==> src/core/dictl_cfg.svh <==
/*
 * Register map, field positions, reset values and soft reset timing of the
 * deinterlacer control register bank.
 * Assumes inclusion by the register bank only.
 */
`ifndef DICTL_CFG_SVH
`define DICTL_CFG_SVH

// ************************************************************
// register offsets (byte addresses)
// ************************************************************
`define DICTL_OFS_CORE_CONTROL   12'h000
`define DICTL_OFS_OPERATING_MODE 12'h004
`define DICTL_OFS_IRQ_ENABLE     12'h008
`define DICTL_OFS_IRQ_FLAGS      12'h00C
`define DICTL_OFS_FRAME_HEIGHT   12'h010
`define DICTL_OFS_FRAME_WIDTH    12'h014
`define DICTL_OFS_LOW_LIMIT      12'h018
`define DICTL_OFS_HIGH_LIMIT     12'h01C
`define DICTL_OFS_CROSSFADE      12'h020
`define DICTL_OFS_STORE_A_BASE   12'h024
`define DICTL_OFS_STORE_B_BASE   12'h028
`define DICTL_OFS_STORE_C_BASE   12'h02C
`define DICTL_OFS_SEGMENT_SIZE   12'h030
`define DICTL_OFS_HW_VERSION     12'h0F0
`define DICTL_OFS_SOFT_RESET     12'h100

// ************************************************************
// field widths and masks
// ************************************************************
`define DICTL_CTRL_MASK     32'h0000_0007
`define DICTL_MODE_MASK     32'h0003_03FF
`define DICTL_IRQ_MASK      32'h0000_0F7F
`define DICTL_SIZE_MASK     32'h0000_07FF
`define DICTL_LIMIT_MASK    32'h0000_03FF
`define DICTL_XFADE_MASK    32'h0000_FFFF
`define DICTL_SEGMENT_MASK  32'h00FF_FFFF
`define DICTL_RESET_VALUE   32'h0000_0000

// ************************************************************
// bit positions
// ************************************************************
`define DICTL_CTRL_UPDATE   0
`define DICTL_CTRL_ENABLE   1
`define DICTL_CTRL_ACCEPT   2
`define DICTL_SRST_BIT      0

// soft reset length in ns and cycles at 200 MHz (5 ns period)
`define DICTL_SRST_TIME_NS  80
`define DICTL_CLK_PERIOD_NS 5
`define DICTL_SRST_CYCLES   ((`DICTL_SRST_TIME_NS + `DICTL_CLK_PERIOD_NS - 1) / `DICTL_CLK_PERIOD_NS)

`endif

==> src/core/dictl_pkg.sv <==
/*
 * Types shared by the deinterlacer control register bank and its users.
 * Assumes dictl_cfg.svh for the numeric layout.
 */
`default_nettype none

package dictl_pkg;

  // deinterlacing method
  typedef enum logic [1:0] {
    DICTL_ALG_FIELD_INTERP = 2'h0,
    DICTL_ALG_DIAGONAL     = 2'h1,
    DICTL_ALG_MOTION       = 2'h2,
    DICTL_ALG_BOTH         = 2'h3
  } dictl_alg_e;

  // chroma packing on input and output
  typedef enum logic [1:0] {
    DICTL_PACK_420 = 2'h0,
    DICTL_PACK_422 = 2'h1,
    DICTL_PACK_444 = 2'h2,
    DICTL_PACK_RSV = 2'h3
  } dictl_pack_e;

  // soft reset sequencer, gray along idle -> busy -> done
  typedef enum logic [1:0] {
    DICTL_SR_IDLE = 2'h0,
    DICTL_SR_BUSY = 2'h1,
    DICTL_SR_DONE = 2'h3
  } dictl_sr_e;

  // operating mode register layout, msb first
  typedef struct packed {
    logic [13:0] rsv_hi;
    logic        colour_diag;
    logic        colour_motion;
    logic [5:0]  rsv_mid;
    logic        pd22_phase_swap;
    logic        pd22_enable;
    logic        pd32_enable;
    logic        segmented_frame_mode;
    logic        field_order_ntsc;
    dictl_pack_e packing;
    logic        colour_rgb;
    dictl_alg_e  algorithm;
  } dictl_mode_s;

  // event strobes from the video path, one per status position except bit 0
  typedef struct packed {
    logic rd1_underrun;
    logic rd0_underrun;
    logic wr_overrun;
    logic wr_marker;
    logic frame_passed;
    logic pulldown_off;
    logic pulldown_on;
    logic input_overrun;
    logic sync_lost;
    logic sync_locked;
  } dictl_events_s;

  // settings handed to the video path, accept at input frame start and the rest after shadow update
  typedef struct packed {
    logic        enable;
    logic        accept;
    dictl_mode_s mode;
    logic [10:0] height;
    logic [10:0] width;
    logic [9:0]  low_motion_limit;
    logic [9:0]  high_motion_limit;
    logic [15:0] crossfade;
    logic [31:0] store_a_base;
    logic [31:0] store_b_base;
    logic [31:0] store_c_base;
    logic [23:0] segment_size;
  } dictl_shadow_s;

endpackage : dictl_pkg

`default_nettype wire

==> src/core/dictl_regs.sv <==
/*
 * Control and status register bank of the video deinterlacer.
 * Assumes a simple synchronous register port (select, write strobe, byte
 * address, data) on sys_clk, and frame boundary and event strobes from the
 * video path that are synchronous to the same clock.
 */
// Behaviour
// Writing update bit arms shadow update at next frame boundary; zero cancels it.
// Enable clear makes the video path pass active video unchanged.
// Blanking is always stripped, bypass included.
// Accept-video bit chooses take-in or ignore, applied at next input frame.
// Algorithm field: interp, diagonal, motion, or both engines.
// Colour-space bit: clear YUV, set RGB.
// Packing field: 0 is 4:2:0, 1 is 4:2:2, 2 is 4:4:4.
// Field-order bit set chooses NTSC ordering, clear PAL/HD/3G.
// Segmented-frame bit selects interlaced, segmented or progressive handling.
// Software enables motion engine whenever segmented-frame mode is set.
// Separate bits enable 3:2 and 2:2 cadence detector control.
// 2:2 precedence bit set swaps field phase internally.
// Two bits enable colourising with motion or diagonal result.
// Enable bits 0-6 and 8-11 gate the matching status bits.
// Status bit 0 sets when a shadow update takes place.
// Status bit 1 flags lock, bit 2 loss of lock.
// Status bit 3 flags input FIFO overrun.
// Status bit 4 cadence found, bit 5 cadence lost.
// Status bit 6 sets on every frame boundary passed.
// Status bit 8 flags framestore frames mismatching settings.
// Bit 9 write-port overrun, bits 10 and 11 read-port underruns.
// Software programs an even full frame height, counted from one.
// Software keeps width divisible by 4 or 2 with motion engine.
// Soft reset returns core to defaults, purges video, self-clears.
// Soft reset clears only control, mode and enable registers.
// Software reloads cross-fade scale whenever a threshold changes.
// Interrupt output is high while any enabled status bit is set.
`timescale 1ns/1ps
`default_nettype none
`include "dictl_cfg.svh"

module dictl_regs
  import dictl_pkg::*;
#(
  parameter logic [31:0] HW_VERSION = 32'h0100_0000, // arbitrary value
  parameter int          SRST_LEN   = `DICTL_SRST_CYCLES
) (
  // clock and reset
  input  wire logic          sys_clk,
  input  wire logic          resetn,
  // register port
  input  wire logic          reg_sel,
  input  wire logic          reg_wr,
  input  wire logic [11:0]   reg_addr,
  input  wire logic [31:0]   reg_wdata,
  output logic      [31:0]   reg_rdata,
  // video path timing and events
  input  wire logic          frame_boundary,
  input  wire logic          in_frame_start,
  input  wire dictl_events_s events,
  // settings and control to the video path
  output dictl_shadow_s      shadow,
  output logic               strip_blanking,
  output logic               core_purge,
  output logic               irq
);

  // ************************************************************
  // register storage
  // ************************************************************
  // software-visible registers, at field width except mode, enable and flags at 32 bits
  logic [2:0]  ctrl_q;
  logic [31:0] mode_q;
  logic [31:0] irq_en_q;
  logic [31:0] flags_q;
  logic [10:0] height_q;
  logic [10:0] width_q;
  logic [9:0]  low_q;
  logic [9:0]  high_q;
  logic [15:0] xfade_q;
  logic [31:0] base_a_q;
  logic [31:0] base_b_q;
  logic [31:0] base_c_q;
  logic [23:0] seg_q;

  // soft reset sequencer state
  logic        srst_q;
  dictl_sr_e   sr_state_q;
  logic [7:0]  sr_cnt_q;

  // shadow request, accept timing and internal strobes
  logic        pending_q;
  logic        accept_q;
  dictl_shadow_s shadow_q;
  logic        soft_clr;
  logic        update_now;
  logic [31:0] ev_vec;

  // write decode shared by every register
  function automatic logic hit(input logic [11:0] ofs);
    hit = reg_sel && reg_wr && (reg_addr == ofs);
  endfunction : hit

  // busy phase clears the control side and purges
  assign soft_clr   = (sr_state_q == DICTL_SR_BUSY);
  assign update_now = pending_q && frame_boundary;

  // ************************************************************
  // soft reset sequencer
  // ************************************************************
  // holds the purge for a fixed time so every pipeline stage drains
  always_ff @(posedge sys_clk or negedge resetn) begin
    if (!resetn) begin
      sr_state_q <= DICTL_SR_IDLE;
      sr_cnt_q   <= 8'h00;
      srst_q     <= 1'b0;
    end else begin
      unique case (sr_state_q)
        DICTL_SR_IDLE: begin
          if (hit(`DICTL_OFS_SOFT_RESET) && reg_wdata[`DICTL_SRST_BIT]) begin
            sr_state_q <= DICTL_SR_BUSY;
            srst_q     <= 1'b1;
            sr_cnt_q   <= 8'(SRST_LEN - 1);
          end
        end
        DICTL_SR_BUSY: begin
          // runs down from SRST_LEN-1, so SRST_LEN busy cycles
          if (sr_cnt_q == 8'h00) begin
            sr_state_q <= DICTL_SR_DONE;
          end else begin
            sr_cnt_q <= sr_cnt_q - 8'h01;
          end
        end
        DICTL_SR_DONE: begin
          // spare cycle: the bit still reads set, purge is over
          sr_state_q <= DICTL_SR_IDLE;
          srst_q     <= 1'b0;
        end
        default: begin
          sr_state_q <= DICTL_SR_IDLE;
          srst_q     <= 1'b0;
        end
      endcase
    end
  end

  // purge is a state decode, so it never glitches
  assign core_purge = soft_clr;

  // ************************************************************
  // control, mode and enable registers (cleared by soft reset)
  // ************************************************************
  always_ff @(posedge sys_clk or negedge resetn) begin
    if (!resetn) begin
      ctrl_q   <= 3'h0;
      mode_q   <= `DICTL_RESET_VALUE;
      irq_en_q <= `DICTL_RESET_VALUE;
    end else if (soft_clr) begin
      ctrl_q   <= 3'h0;
      mode_q   <= `DICTL_RESET_VALUE;
      irq_en_q <= `DICTL_RESET_VALUE;
    end else begin
      // update bit reads back as pending until a boundary takes it
      if (hit(`DICTL_OFS_CORE_CONTROL)) begin
        ctrl_q <= reg_wdata[2:0];
      end else if (update_now) begin
        ctrl_q[`DICTL_CTRL_UPDATE] <= 1'b0; // request consumed
      end
      if (hit(`DICTL_OFS_OPERATING_MODE)) begin
        mode_q <= reg_wdata & `DICTL_MODE_MASK;
      end
      if (hit(`DICTL_OFS_IRQ_ENABLE)) begin
        irq_en_q <= reg_wdata & `DICTL_IRQ_MASK;
      end
    end
  end

  // shadow request: write 1 arms, write 0 cancels, boundary commits
  always_ff @(posedge sys_clk or negedge resetn) begin
    if (!resetn) begin
      pending_q <= 1'b0;
    end else if (soft_clr) begin
      pending_q <= 1'b0;
    end else if (hit(`DICTL_OFS_CORE_CONTROL)) begin
      pending_q <= reg_wdata[`DICTL_CTRL_UPDATE];
    end else if (update_now) begin
      pending_q <= 1'b0;
    end
  end

  // ************************************************************
  // settings registers (kept through soft reset)
  // ************************************************************
  always_ff @(posedge sys_clk or negedge resetn) begin
    if (!resetn) begin
      height_q <= 11'h000;
      width_q  <= 11'h000;
      low_q    <= 10'h000;
      high_q   <= 10'h000;
      xfade_q  <= 16'h0000;
      base_a_q <= 32'h0000_0000;
      base_b_q <= 32'h0000_0000;
      base_c_q <= 32'h0000_0000;
      seg_q    <= 24'h00_0000;
    end else begin
      // no parity checks on height or width: software keeps them legal
      if (hit(`DICTL_OFS_FRAME_HEIGHT)) begin
        height_q <= reg_wdata[10:0];
      end
      if (hit(`DICTL_OFS_FRAME_WIDTH)) begin
        width_q <= reg_wdata[10:0];
      end
      if (hit(`DICTL_OFS_LOW_LIMIT)) begin
        low_q <= reg_wdata[9:0];
      end
      if (hit(`DICTL_OFS_HIGH_LIMIT)) begin
        high_q <= reg_wdata[9:0];
      end
      if (hit(`DICTL_OFS_CROSSFADE)) begin
        xfade_q <= reg_wdata[15:0];
      end
      if (hit(`DICTL_OFS_STORE_A_BASE)) begin
        base_a_q <= reg_wdata;
      end
      if (hit(`DICTL_OFS_STORE_B_BASE)) begin
        base_b_q <= reg_wdata;
      end
      if (hit(`DICTL_OFS_STORE_C_BASE)) begin
        base_c_q <= reg_wdata;
      end
      if (hit(`DICTL_OFS_SEGMENT_SIZE)) begin
        seg_q <= reg_wdata[23:0];
      end
    end
  end

  // ************************************************************
  // shadow copy seen by the video path
  // ************************************************************
  // settings move only at a frame boundary or in a soft reset purge, so a frame never mixes modes
  always_ff @(posedge sys_clk or negedge resetn) begin
    if (!resetn) begin
      shadow_q <= '0;
    end else if (soft_clr) begin
      // only the fields of cleared registers are dropped
      shadow_q.enable <= 1'b0;
      shadow_q.mode   <= '0;
    end else if (update_now) begin
      shadow_q.enable            <= ctrl_q[`DICTL_CTRL_ENABLE];
      shadow_q.mode              <= dictl_mode_s'(mode_q);
      shadow_q.height            <= height_q;
      shadow_q.width             <= width_q;
      shadow_q.low_motion_limit  <= low_q;
      shadow_q.high_motion_limit <= high_q;
      shadow_q.crossfade         <= xfade_q;
      shadow_q.store_a_base      <= base_a_q;
      shadow_q.store_b_base      <= base_b_q;
      shadow_q.store_c_base      <= base_c_q;
      shadow_q.segment_size      <= seg_q;
    end
  end

  // accept-video follows its bit at an input frame start and clears in a soft reset purge
  always_ff @(posedge sys_clk or negedge resetn) begin
    if (!resetn) begin
      accept_q <= 1'b0;
    end else if (soft_clr) begin
      accept_q <= 1'b0;
    end else if (in_frame_start) begin
      accept_q <= ctrl_q[`DICTL_CTRL_ACCEPT];
    end
  end

  // accept keeps its own timing, the rest moves with the update
  always_comb begin
    shadow        = shadow_q;
    shadow.accept = accept_q;
  end

  // no mode keeps blanking, so the level is fixed
  assign strip_blanking = 1'b1;

  // ************************************************************
  // sticky status flags
  // ************************************************************
  always_comb begin
    ev_vec      = 32'h0000_0000;
    ev_vec[0]   = update_now;
    ev_vec[1]   = events.sync_locked;
    ev_vec[2]   = events.sync_lost;
    ev_vec[3]   = events.input_overrun;
    ev_vec[4]   = events.pulldown_on;
    ev_vec[5]   = events.pulldown_off;
    ev_vec[6]   = frame_boundary || events.frame_passed;
    ev_vec[8]   = events.wr_marker;
    ev_vec[9]   = events.wr_overrun;
    ev_vec[10]  = events.rd0_underrun;
    ev_vec[11]  = events.rd1_underrun;
  end

  // writing one clears a flag; a new event in the same cycle wins
  always_ff @(posedge sys_clk or negedge resetn) begin
    if (!resetn) begin
      flags_q <= `DICTL_RESET_VALUE;
    end else if (hit(`DICTL_OFS_IRQ_FLAGS)) begin
      flags_q <= (flags_q & ~reg_wdata) | ev_vec;
    end else begin
      flags_q <= flags_q | ev_vec;
    end
  end

  // level output; position 7 is masked and never raises it
  assign irq = |(flags_q & irq_en_q & `DICTL_IRQ_MASK);

  // ************************************************************
  // read mux
  // ************************************************************
  // read data is registered; unmapped offsets return zero
  always_ff @(posedge sys_clk or negedge resetn) begin
    if (!resetn) begin
      reg_rdata <= 32'h0000_0000;
    end else if (reg_sel && !reg_wr) begin
      unique case (reg_addr)
        `DICTL_OFS_CORE_CONTROL:   reg_rdata <= {29'h0, ctrl_q};
        `DICTL_OFS_OPERATING_MODE: reg_rdata <= mode_q;
        `DICTL_OFS_IRQ_ENABLE:     reg_rdata <= irq_en_q;
        `DICTL_OFS_IRQ_FLAGS:      reg_rdata <= flags_q;
        `DICTL_OFS_FRAME_HEIGHT:   reg_rdata <= {21'h0, height_q};
        `DICTL_OFS_FRAME_WIDTH:    reg_rdata <= {21'h0, width_q};
        `DICTL_OFS_LOW_LIMIT:      reg_rdata <= {22'h0, low_q};
        `DICTL_OFS_HIGH_LIMIT:     reg_rdata <= {22'h0, high_q};
        `DICTL_OFS_CROSSFADE:      reg_rdata <= {16'h0, xfade_q};
        `DICTL_OFS_STORE_A_BASE:   reg_rdata <= base_a_q;
        `DICTL_OFS_STORE_B_BASE:   reg_rdata <= base_b_q;
        `DICTL_OFS_STORE_C_BASE:   reg_rdata <= base_c_q;
        `DICTL_OFS_SEGMENT_SIZE:   reg_rdata <= {8'h0, seg_q};
        `DICTL_OFS_HW_VERSION:     reg_rdata <= HW_VERSION;
        `DICTL_OFS_SOFT_RESET:     reg_rdata <= {31'h0, srst_q};
        default:                   reg_rdata <= 32'h0000_0000;
      endcase
    end
  end

endmodule : dictl_regs

`default_nettype wire

==> config.mk <==
export PLATFORM = sky130hd
export DESIGN_NAME = dictl_regs
export DESIGN_NICKNAME = d
export VERILOG_FILES = /design/src/core/dictl_pkg.sv /design/src/core/dictl_regs.sv
export VERILOG_INCLUDE_DIRS = /design/src /design/src/core
export SDC_FILE = /design/constraint.sdc
export NUM_CORES = 1
export LEC_CHECK = 0
export ABC_CLOCK_PERIOD_IN_PS = 1900
export BUFFER_PORTS_ARGS = -buffer_cell sky130_fd_sc_hd__buf_2
export CAP_MARGIN = 15
export CELL_PAD_IN_SITES_DETAIL_PLACEMENT = 1
export CELL_PAD_IN_SITES_GLOBAL_PLACEMENT = 1
export CORE_MARGIN = 10
export CORE_UTILIZATION = 42
export CTS_CLUSTER_DIAMETER = 40
export CTS_CLUSTER_SIZE = 10
export DETAILED_ROUTE_END_ITERATION = 10
export PLACE_DENSITY = 0.86
export SYNTH_ARGS = -nofsm -noshare
export SYNTH_HDL_FRONTEND = slang
export SYNTH_SLANG_ARGS = --single-unit
export TNS_END_PERCENT = 20
==> constraint.sdc <==
create_clock -name sys_clk -period 1.9 [get_ports sys_clk]
set_input_delay 0 -clock sys_clk [delete_from_list [all_inputs] [get_ports sys_clk]]
set_output_delay 0 -clock sys_clk [all_outputs]
set_load 0.02 [all_outputs]
==> results of run 1 <==
registers in the layout (all words and copies together) (netlist names):
name and flops:
base_a_q 32, sr_state_q 2, reg_rdata 32, ctrl_q 3
low_q 10, seg_q 24, irq_en_q 11, flags_q 32
width_q 11, mode_q 12, xfade_q 16, accept_q 1
shadow 191, base_c_q 32, high_q 10, base_b_q 32
srst_q 1, sr_cnt_q 8, height_q 11
worst paths after layout:
check	startpoint	end	slack, ns
worst min-delay path	reg_addr[7]	reg_rdata[24]	0.02
min in group asynchronous	resetn	reg_rdata[4]	0.06
worst max-delay path	irq_en_q[4]	irq	0.02
worst max register to register	sr_state_q[1]	shadow[110]	0.07
worst min register to register	shadow[71]	shadow[71]	0.50
max in group asynchronous	resetn	shadow[182]	1.25
cells in the final DEF (no fill, tap or decap), types with 13 or more instances in the layout:
master and n:
sky130_fd_sc_hd__dlygate4sd3_1 59, sky130_fd_sc_hd__nor2_1 75, sky130_fd_sc_hd__conb_1 21, sky130_fd_sc_hd__mux2i_1 33, sky130_fd_sc_hd__a221oi_1 16, sky130_fd_sc_hd__nand2_1 32
sky130_fd_sc_hd__a32oi_1 14, sky130_fd_sc_hd__dfrtp_1 471, sky130_fd_sc_hd__mux2_2 338, sky130_fd_sc_hd__a21oi_1 23, sky130_fd_sc_hd__clkbuf_16 73, sky130_fd_sc_hd__a22oi_1 17
sky130_fd_sc_hd__a21boi_0 21, sky130_fd_sc_hd__mux2_4 28, sky130_fd_sc_hd__nand3_1 14, sky130_fd_sc_hd__buf_2 284, sky130_fd_sc_hd__a22o_1 38, sky130_fd_sc_hd__o21ai_0 13
sky130_fd_sc_hd__buf_12 29, sky130_fd_sc_hd__buf_4 114
critical path, stage by stage (launching register included):
cell	delay [ns]
sky130_fd_sc_hd__dfrtp_1	0.39
sky130_fd_sc_hd__a22o_1	0.26
sky130_fd_sc_hd__a221oi_2	0.25
sky130_fd_sc_hd__nand3_1	0.18
sky130_fd_sc_hd__buf_2	0.20
final cells by class:
type | count | area (µm²) | area share
multi-input combinational | 831 | 7570 | 0.2921
clock inverter | 26 | 316.6 | 0.01222
antenna | 2 | 5.005 | 0.0001931
clock buffer | 87 | 1979 | 0.07638
inverter | 5 | 18.77 | 0.0007243
tap | 607 | 759.5 | 0.02931
sequential | 471 | 11790 | 0.4548
timing repair buffer | 488 | 3478 | 0.1342
logic make-up (layout without fill, tap and decap cells):
logic type / Yosys count / after routing / share of synthesized area
other: 2 / 23 / 0.0003798
adder cells (fa/ha/maj): 2 / 2 / 0.001139
AO/OA/AOI/OAI: 208 / 208 / 0.08137
buffers and inverters: 117 / 606 / 0.02980
AND/OR/NAND/NOR: 185 / 185 / 0.04783
multiplexers: 410 / 410 / 0.2413
XOR/XNOR: 5 / 5 / 0.002214
flip-flops: 471 / 471 / 0.5960
metrics by stage:
step | total power, W | setup WS (ns) | utilization | setup TNS (ns) | instances
finish | 0.02429 | 0.02490 | 0.5566 | 0 | 2517
global route | 0.02502 | -0.04467 | 0.5566 | -0.04467 | 2516
CTS | 0.02441 | -0.04355 | 0.5555 | -0.4337 | 2514
detailed placement | 0.01155 | -0.2580 | 0.4930 | -15.86 | 2341
global placement | 0.01150 | -0.1372 | 0.4930 | -7.991 | 2341
floorplan | 0.01082 | -0.03212 | - | -0.09982 | 1419
metal layers:
metal | GRT usage | vias up | part of all wire | routed length [µm]
met2 | 0.4187 | 639 | 0.49 | 35500
met3 | 0.06449 | 194 | 0.075 | 5493
met1 | 0.3138 | 7743 | 0.39 | 28740
met4 | 0.1146 | 16 | 0.042 | 3074
li1 | - | 6059 | - | -
met5 | 0 | - | 0.0017 | 127
timing repair:
item,in CTS,in global routing
resized for setup,1,7
endpoints found under the setup margin,15,11
hold endpoints to repair,724,0
hold buffers,60,0
gates cloned,0,0
setup buffers,0,0
power by group through the flow:
stage / clock, W / combinational [W] / sequential (W)
after floorplan: 0 / 0.000352 / 0.0105
after global placement: 0 / 0.00111 / 0.0104
after detailed placement: 0 / 0.00115 / 0.0104
after CTS: 0.0129 / 0.00126 / 0.0102
after global routing: 0.0134 / 0.00136 / 0.0102
final: 0.0128 / 0.00127 / 0.0102
==> implementation parameters, run 1 <==
Parameter                              Value

Outcome
  Status ... completed

Drt
  1st-iter DRT viols ... 1,313
  Avg WL per Cell ... 28.98 µm
  Vias post-DR ... 14,650
  Remaining number of nets flagged by the antenna check after routing ... 0
  Initial DRT Pass Iterations ... 5
  Routed vias/inst ... between 5 and 6
  Residual DRC ... 0
  Routed Wire Length ... 72,940 µm

Yosys
  Biggest area contributors in the synthesized netlist ... sky130_fd_sc_hd__dfrtp_1 60%, sky130_fd_sc_hd__mux2_2 19%, sky130_fd_sc_hd__mux2_4 2.1%, sky130_fd_sc_hd__a22o_1 1.7%, sky130_fd_sc_hd__mux2i_1 1.7%
  Number of synthesized flops with an enable pin ... 0
  Async SR Flop Fraction ... 1.000
  Dominant cell by count in the synthesized netlist ... sky130_fd_sc_hd__dfrtp_1
  Dominant synthesized flop cell ... sky130_fd_sc_hd__dfrtp_1
  Post-Syn Area per Cell ... 14.13 µm²
  Synth unique cells ... 67
  Post-synth design cell area ... 0.01978 mm²
  Yosys warnings ... 0
  Share of the yosys chip area belonging to registers ... 0.5960
  Largest area contributor in the synthesized netlist ... sky130_fd_sc_hd__dfrtp_1
  Number of register bits inferred by synthesis ... about 470
  Cells after synthesis ... 1,400
  Area share of the leading cell type in the synthesized netlist ... 0.5960
  Top cell types by occurrence after synthesis ... 471 x sky130_fd_sc_hd__dfrtp_1, 338 x sky130_fd_sc_hd__mux2_2, 75 x sky130_fd_sc_hd__nor2_1, 62 x sky130_fd_sc_hd__clkbuf_1, 38 x sky130_fd_sc_hd__a22o_1

Floorplanning
  Number of standard-cell rows in the floorplan ... 79
  Horizontal extent of the die ... 237.0 µm
  Starting density of the core ... 0.4248
  Area inside the core boundary ... 0.04656 mm²
  Floorplan die area ... 0.05616 mm²
  Die Span Y ... 237.0 µm
  Number of top-level pins ... around 300

Setup path
  Element type at the critical path start ... register
  Nature of the critical path endpoint ... primary output
  Critical path data required time ... 1.90 ns
  Crit Path Category ... reg2out
  Data arrival time of the critical path ... 1.88 ns
  Worst Path Max Fanout ... 3
  Cell depth of the worst flop-to-flop path ... 5

Timing
  Min Clock Period, post-route ... 1.875 ns
  Final Cycle Share ... 0.9869
  Final Max Slew Viols ... 0
  Total of endpoints with negative setup slack in the final report ... 0
  Achievable clock frequency ... 533.3 MHz
  Slew at the pin closest to its max-slew limit ... 0.6739 ns
  Final Skew ... 0.02917 ns
  Worst hold margin ... ~0.015 ns
  Hold Vio Cnt, Final ... 0
  Max-Slew Margin vs Limit ... 0.5507
  Unrepaired setup endpoints after global routing ... true

Layout
  Number of fill cells ... 4,602
  Layout cells sized above 1 ... 0.4916
  Final std cell area, no fill ... 0.02591 mm²
  Area growth syn-to-layout ... 31.04%
  Post-layout nets ... roughly 1,900

Clock network
  Clock tree buffer depth ... 3
  Clock tree root buffer cell ... sky130_fd_sc_hd__clkbuf_16
  Clock tree from TritonCTS ... done
  Number of H-tree levels ... 3
  Clock transition at the register clock pins on the worst setup and hold paths after CTS ... 0.05 ns
  Clock latency of the later-clocked register in the worst-skew pair ... 0.61 ns
  Number of clock buffers inserted by TritonCTS ... between 60 and 70
  Clock sink total ... 471

Worst hold path
  Hold Path Cell Cnt ... 4
  Worst min-delay path category ... in2reg

Pwr
  Net Sw Power ... 0.005704 W
  Part of the total power dissipated in combinational logic ... 0.052
  Leak ... 13.35 nW
  Net switching share of the total power ... 0.2348
  Internal power ... 0.01859 W
  Clock power share ... 0.527
  Sequential share of power ... 0.421
  Max IR drop VDD ... 572.1 µV
  Total power divided by cell area ... between 900 and 1000 mW/mm²

Placement
  Post-detail-place hpwl ... between 50,000 and 60,000 µm
  Number of buffers added on ports ... 285
  DP Area ... 0.02295 mm²
  Final GP Congestion ... 0.9838

Global route
  Overall Global Routing Usage ... 0.2558
  Pin count of the biggest net entering global routing ... between 80 and 90
  First-pass GRT wire length ... 109,300 µm
  Number of global-route vias before repair ... around 16,000
  Grt total ovfl ... 0
  Initial antenna violation count ... 12

Flow run
  Maximum Capacitance Violations ... 0
No activity file was read; power rests on OpenSTA's default activity.
==> run 2: changes to the inputs <==
--- a/config.mk
+++ b/config.mk
@@ -7,16 +7,16 @@
 export NUM_CORES = 1
 export LEC_CHECK = 0
 export ABC_CLOCK_PERIOD_IN_PS = 1900
-export BUFFER_PORTS_ARGS = -buffer_cell sky130_fd_sc_hd__buf_2
 export CAP_MARGIN = 15
 export CELL_PAD_IN_SITES_DETAIL_PLACEMENT = 1
 export CELL_PAD_IN_SITES_GLOBAL_PLACEMENT = 1
 export CORE_MARGIN = 10
-export CORE_UTILIZATION = 42
+export CORE_UTILIZATION = 47
 export CTS_CLUSTER_DIAMETER = 40
 export CTS_CLUSTER_SIZE = 10
 export DETAILED_ROUTE_END_ITERATION = 10
-export PLACE_DENSITY = 0.86
+export DONT_BUFFER_PORTS = 1
+export PLACE_DENSITY = 0.85
 export SYNTH_ARGS = -nofsm -noshare
 export SYNTH_HDL_FRONTEND = slang
 export SYNTH_SLANG_ARGS = --single-unit
==> run 2 against run 1 <==
The flow now finishes with violations (hold timing, setup timing). Combinational power down 48%. Count of clock-buffer cells in the layout unchanged. First-iteration DRC count up 6.5%. Cell area down 7.0%. Hold slack worse by 0.88 ns. Critical path type is now reg2reg. Largest power group unchanged. Sequential power about the same. Register-to-register slack worse by 0.08 ns. Clock power about the same. Routed wire length down 2.4%. Core utilization up 2.0 points. Largest cell class unchanged. Cell count down 15%.
==> implementation parameters, run 2 (same netlist as run 1, synthesis figures left out) <==
Parameter                              Value

Setup path
  Slowest CP cell ... sky130_fd_sc_hd__a221oi_1
  Worst Path Max Fanout ... 3 (unchanged)
  CP peak stage delay ... 0.42 ns (+0.03 ns)
  Ordered list of cells on the worst path ... mux2_2 -> a22o_1 -> a221oi_1 -> o21ai_0 -> o21a_1
  Worst path buffer plus inverter count ... 0 (-1)
  Crit Path Category ... reg2reg
  Nature of the critical path endpoint ... register
  Element type at the critical path start ... register
  Kind of cell adding the most delay to the critical path ... compound AO/OA/AOI/OAI gates
  Data arrival time of the critical path ... 2.37 ns (+0.49 ns)
  Critical path data required time ... 2.37 ns (+0.47 ns)

Clock network
  Post-CTS Hold Fix Bufs ... 76 (+27%)
  Number of H-tree levels ... 3 (unchanged)
  Clock sink total ... 471 (unchanged)
  Clock transition at the register clock pins on the worst setup and hold paths after CTS ... 0.05 ns (about the same)
  Clock tree root buffer cell ... sky130_fd_sc_hd__clkbuf_16
  Clock latency of the later-clocked register in the worst-skew pair ... 0.59 ns (-0.02 ns)
  Clock tree from TritonCTS ... done
  Clock tree buffer depth ... 3 (unchanged)
  Number of clock buffers inserted by TritonCTS ... 69 (unchanged)
  Post-CTS setup repair buffer count ... 0 (unchanged)

Floorplanning
  Area inside the core boundary ... 0.04176 mm² (-10%)
  Horizontal extent of the die ... 225.1 µm (-5.0%)
  Floorplan die area ... 0.05068 mm² (-9.8%)
  Die Span Y ... 225.1 µm (-5.0%)
  Starting density of the core ... 0.4736 (+0.04880)
  Number of top-level pins ... 307 (unchanged)
  Number of standard-cell rows in the floorplan ... 75 (-5.1%)

Layout
  Area growth syn-to-layout ... 21.81%
  Max FFs per register ... 191 (unchanged)
  Layout cells sized above 1 ... 0.3806 (-0.1110)
  Final std cell area, no fill ... 0.02409 mm² (-7.0%)
  Commonest non-fill, non-tap cell in the layout ... sky130_fd_sc_hd__dfrtp_1
  Post-layout nets ... 1,615 (-16%)
  Most frequent cells in the layout ... 470 x sky130_fd_sc_hd__dfrtp_1, 338 x sky130_fd_sc_hd__mux2_2, 79 x sky130_fd_sc_hd__buf_4, 74 x sky130_fd_sc_hd__nor2_1, 74 x sky130_fd_sc_hd__dlygate4sd3_1
  Total inserted antenna cells ... 0 (-2)

Drt
  Initial DRT Pass Iterations ... 5 (unchanged)
  Vias post-DR ... 13,560 (-7.5%)
  1st-iter DRT viols ... 1,399 (+6.5%)
  Routed vias/inst ... 6.352 (+9.1%)
  Remaining number of nets flagged by the antenna check after routing ... 0 (unchanged)
  Routed Wire Length ... 71,150 µm (-2.4%)
  Avg WL per Cell ... 33.34 µm (+15%)
  Residual DRC ... 0 (unchanged)

Placement
  Post-detail-place hpwl ... 45,170 µm (-11%)
  Number of buffers added on ports ... 0 (-100%)
  Post-placement worst setup slack ... -0.09750 ns (+0.1605 ns)
  Final GP Congestion ... 0.9146 (-7.0%)
  DP Area ... 0.02101 mm² (-8.4%)

Timing
  Max-Slew Margin vs Limit ... 0.3340 (-0.2167)
  Hold Vio Cnt, Final ... 471 (+471)
  Worst Slack Setup Final ... -0.008379 ns (-0.03328 ns)
  Unrepaired setup endpoints after global routing ... true
  Min Clock Period, post-route ... 1.908 ns (+0.03328 ns)
  Final Max Slew Viols ... 0 (unchanged)
  Worst hold margin ... -0.8658 ns (-0.8810 ns)
  Slew at the pin closest to its max-slew limit ... 0.9990 ns (+0.3251 ns)
  Final Cycle Share ... 1.004 (+0.01752)
  Achievable clock frequency ... 524.0 MHz (-1.7%)
  Total of endpoints with negative setup slack in the final report ... 1 (+1)
  Final Skew ... 0.02756 ns (-0.001607 ns)

Global route
  Overall Global Routing Usage ... 0.2776 (+0.02183)
  Grt total ovfl ... 0 (unchanged)
  Number of global-route vias before repair ... 14,830 (-8.7%)
  Pin count of the biggest net entering global routing ... 472 (+450%)
  Initial antenna violation count ... 2 (-10)
  First-pass GRT wire length ... 104,300 µm (-4.5%)

Outcome
  Violated checks ... hold timing, setup timing
  Status ... complete, but fails checks

Pwr
  Max IR drop VDD ... 769.0 µV (+34%)
  Leak ... 11.68 nW (-12%)
  Total power divided by cell area ... 986.7 mW/mm² (+5.2%)

Flow run
  Maximum Capacitance Violations ... 0 (unchanged)

Worst hold path
  Worst min-delay path category ... in2async
run 2: through the flow:
step	cells	utilization	power, W	TNS (ns)
2_1_floorplan	1419	-	0.01082	-0.09982
3_3_place_gp	1946	0.5032	0.01091	-1.293
3_5_place_dp	1946	0.5032	0.01093	-2.548
4_1_cts	2134	0.5762	0.02389	0
5_1_grt	2134	0.5768	0.02443	-0.1976
6_report	2134	0.5768	0.02377	-0.008379
run 2: path summary, 6_finish.rpt:
path / from / end / slack, ns / depth (start not counted)
max: flags_q[4] / reg_rdata[4] / -0.008 / 5
min: resetn / reg_rdata[20] / -0.87 / 0
min in group sys_clk: reg_addr[3] / reg_rdata[1] / 0.02 / 4
max in group asynchronous: resetn / low_q[3] / 1.95 / 0
min reg2reg: low_q[3] / shadow[149] / 0.53 / 1
max reg2reg: flags_q[4] / reg_rdata[4] / -0.008 / 5
run 2: timing repair:
| item | in CTS | in global routing |
|---|---|---|
| resized for setup | 2 | 7 |
| hold endpoints to repair | 764 | 471 |
| setup endpoints to repair | 1 | 22 |
run 2: area by class of cell:
cell class | count | area (µm²)
repair buffers | 176 | 1778
multi-input cells | 831 | 7562
clock inverters | 25 | 339.1
clock buffers | 87 | 1928
fillers | 3859 | 17670
inverters | 5 | 18.77
flip-flops and latches | 471 | 11790
well taps | 539 | 674.4
run 2: power breakdown:
group          switching, W  internal [W]
Combinational      0.000413      0.000252
Sequential         0.000234        0.0101
Clock               0.00473       0.00799
run 2: per-layer routing:
layer | up-vias | GRT usage | wire (µm) | share of wire
met4 | 4 | 0.1222 | 3239 | 0.046
li1 | 5437 | - | - | -
met1 | 7201 | 0.3262 | 26080 | 0.37
met5 | - | 0 | 27 | 0.00038
met2 | 706 | 0.4496 | 33950 | 0.48
met3 | 207 | 0.1021 | 7852 | 0.11
==> run 3: changes to the inputs <==
--- a/config.mk
+++ b/config.mk
@@ -17,6 +17,7 @@
 export DETAILED_ROUTE_END_ITERATION = 10
 export DONT_BUFFER_PORTS = 1
 export PLACE_DENSITY = 0.85
+export REMOVE_ABC_BUFFERS = 1
 export SYNTH_ARGS = -nofsm -noshare
 export SYNTH_HDL_FRONTEND = slang
 export SYNTH_SLANG_ARGS = --single-unit
==> run 3 against run 2 <==
The flow finishes with violations (hold timing). Cell area decreased by 1.5%. Total power decreased by 6.2%. Worst setup slack improved by 0.032 ns. Non-clock buffer count decreased by 10. Sequential power about the same. Highest routed layer unchanged.
==> implementation parameters, run 3 (same netlist as run 1, synthesis figures left out) <==
Parameter                              Value

Outcome
  Status ... complete, but fails checks
  Violated checks ... hold timing

Layout
  Post-layout nets ... 1,602 (-0.80%)
  Number of fill cells ... 3,913 (+1.4%)
  Final core utilization ... 0.5680 (-0.008809)
  Most frequent cells in the layout ... 471 x sky130_fd_sc_hd__dfrtp_1, 338 x sky130_fd_sc_hd__mux2_2, 79 x sky130_fd_sc_hd__dlygate4sd3_1, 74 x sky130_fd_sc_hd__nor2_1, 70 x sky130_fd_sc_hd__clkbuf_16
  Max FFs per register ... 191 (unchanged)
  Area growth syn-to-layout ... 19.95%
  Layout cells sized above 1 ... 0.3671 (-0.01345)
  Multi-input gate area ... 0.007565 mm² (about the same)
  Commonest non-fill, non-tap cell in the layout ... sky130_fd_sc_hd__dfrtp_1
  Final cell count without fillers ... 2,112 (-1.0%)
  Area used by sequential logic in the layout ... 0.01179 mm² (about the same)

Setup path
  Register-to-register path setup slack ... 0.03 ns (+0.04 ns)
  Data arrival time of the critical path ... 2.32 ns (-0.05 ns)
  Element type at the critical path start ... primary input
  Most used cell along the critical path ... sky130_fd_sc_hd__dlygate4sd3_1
  Worst reg2reg path endpoint ... reg_rdata[2]
  Slowest CP cell ... sky130_fd_sc_hd__dlygate4sd3_1
  Cell depth of the worst flop-to-flop path ... 4 (-1)
  Worst Path Max Fanout ... 36 (+33)
  Crit Path Category ... in2reg
  Crit Reg-Reg Startpoint ... ctrl_q[2]
  Critical path data required time ... 2.35 ns (-0.02 ns)
  Kind of cell adding the most delay to the critical path ... buffers and inverters
  Worst path buffer plus inverter count ... 3 (+3)
  Worst setup path end ... height_q[10]
  Critical path origin ... reg_addr[2]
  Nature of the critical path endpoint ... register
  Critical path depth ... 6 (+1)
  CP peak stage delay ... 0.80 ns (+0.38 ns)
  Ordered list of cells on the worst path ... dlygate4sd3_1 -> nor4_4 -> buf_4 -> nand2_1 -> dlygate4sd3_1 -> mux2_2

Global route
  First-pass GRT wire length ... 101,500 µm (-2.7%)
  Overall Global Routing Usage ... 0.2691 (-0.008501)
  Initial antenna violation count ... 5 (+3)
  Number of global-route vias before repair ... 14,930 (+0.67%)
  Pin count of the biggest net entering global routing ... 472 (unchanged)
  Grt total ovfl ... 0 (unchanged)

Clock network
  Clock tree from TritonCTS ... done
  Number of H-tree levels ... 3 (unchanged)
  Clock transition at the register clock pins on the worst setup and hold paths after CTS ... 0.05 ns (about the same)
  Clock sink total ... 471 (unchanged)
  Clock latency of the later-clocked register in the worst-skew pair ... 0.57 ns (-0.02 ns)
  Clock tree root buffer cell ... sky130_fd_sc_hd__clkbuf_16
  Clock tree buffer depth ... 3 (unchanged)
  Post-CTS Hold Fix Bufs ... 81 (+6.6%)
  Post-CTS setup repair buffer count ... 0 (unchanged)
  Number of clock buffers inserted by TritonCTS ... 66 (-4.3%)

Timing
  Hold Vio Cnt, Final ... 471 (unchanged)
  Worst hold margin ... -0.8436 ns (+0.02219 ns)
  Total of endpoints with negative setup slack in the final report ... 0 (-1)
  Min Clock Period, post-route ... 1.877 ns (-0.03179 ns)
  Achievable clock frequency ... 532.9 MHz (+1.7%)
  Slew at the pin closest to its max-slew limit ... 1.205 ns (+0.2065 ns)
  Max-Slew Margin vs Limit ... 0.1964 (-0.1376)
  Final Cycle Share ... 0.9877 (-0.01673)
  Final Max Slew Viols ... 0 (unchanged)
  Final Skew ... 0.02407 ns (-0.003499 ns)
  Sum Neg Setup Slack ... 0 ns (+0.008379 ns)

Drt
  1st-iter DRT viols ... 1,169 (-16%)
  Initial DRT Pass Iterations ... 5 (unchanged)
  Avg WL per Cell ... 32.49 µm (-2.5%)
  Vias post-DR ... 13,300 (-1.9%)
  Routed Wire Length ... 68,630 µm (-3.5%)
  Routed vias/inst ... 6.297 (-0.87%)
  Remaining number of nets flagged by the antenna check after routing ... 0 (unchanged)
  Residual DRC ... 0 (unchanged)

Floorplanning
  Floorplan die area ... 0.05068 mm² (unchanged)
  Horizontal extent of the die ... 225.1 µm (unchanged)
  Number of top-level pins ... 307 (unchanged)
  Number of standard-cell rows in the floorplan ... 75 (unchanged)
  Die Span Y ... 225.1 µm (unchanged)
  Starting density of the core ... 0.4736 (unchanged)
  Area inside the core boundary ... 0.04176 mm² (unchanged)

Placement
  Final GP Congestion ... 0.9027 (-1.3%)
  Number of buffers added on ports ... 0 (unchanged)
  Post-detail-place hpwl ... 43,890 µm (-2.8%)
  Inst Count DP ... 1,931 (-0.77%)

Worst hold path
  Worst min-delay path category ... in2async

Pwr
  Total power divided by cell area ... 939.5 mW/mm² (-4.8%)
  Max IR drop VDD ... 614.6 µV (-20%)
  Leak ... 11.49 nW (-1.6%)

Flow run
  Maximum Capacitance Violations ... 0 (unchanged)
[run 3: cell types whose count changed in the layout (fill, tap and decap cells not counted), sizes merged]
cell,before,now
dlygate4sd3,74,79
buf,101,86
clkinv,6,9
diode,0,4
bufinv,6,1
clkinvlp,6,4
inv,12,8
clkbuf,87,79
[run 3: stage by stage]
step / area [µm²] / hold slack, ns / power, W / setup WS (ns)
floorplan: 19280 / -0.2956 / 0.01073 / -3.696
global placement: 20880 / -0.2698 / 0.01091 / -0.1422
detailed placement: 20880 / -0.2728 / 0.01094 / -0.1495
CTS: 23680 / -0.8670 / 0.02239 / 0.004271
global route: 23720 / -0.8553 / 0.02295 / -0.01533
finish: 23720 / -0.8436 / 0.02229 / 0.02341
[run 3: metal layers]
metal  track usage  up-vias  share of wire
met3       0.08341      161          0.093
met4        0.1325        2          0.045
li1              -     5386              -
met5             0        -        0.00019
met1        0.3115     7124           0.37
met2        0.4468      626           0.49
[run 3: timing repair]
| item | CTS | global route |
|---|---|---|
| hold endpoints to repair | 757 | 471 |
| setup endpoints to repair | 0 | 13 |
| gates resized for setup | 0 | 6 |
[run 3: power breakdown]
part           leakage (nW)  switching, W  internal [W]
Sequential             6.44      0.000225        0.0101
Combinational          4.09      0.000384      0.000252
Clock                 0.964       0.00438       0.00691
Total                  11.5       0.00498        0.0173
[run 3: how the worst min path moves through the flow]
stage	to	slack, ns	cells after the start
final	shadow[33]	-0.84	0
after global routing	shadow[33]	-0.86	0
after CTS	shadow[147]	-0.87	0
after detailed placement	shadow[33]	-0.27	0
after global placement	shadow[33]	-0.27	0
after floorplan	accept_q	-0.30	0
[run 3: area by class of cell]
| cell class | count | area share |
|---|---|---|
| flip-flops and latches | 471 | 0.4969 |
| multi-input cells | 831 | 0.3189 |
| clock buffers | 79 | 0.07696 |
| repair buffers | 166 | 0.07110 |
| well taps | 539 | 0.02843 |
| clock inverters | 17 | 0.006488 |
| inverters | 5 | 0.0007912 |
| diodes | 4 | 0.0004220 |
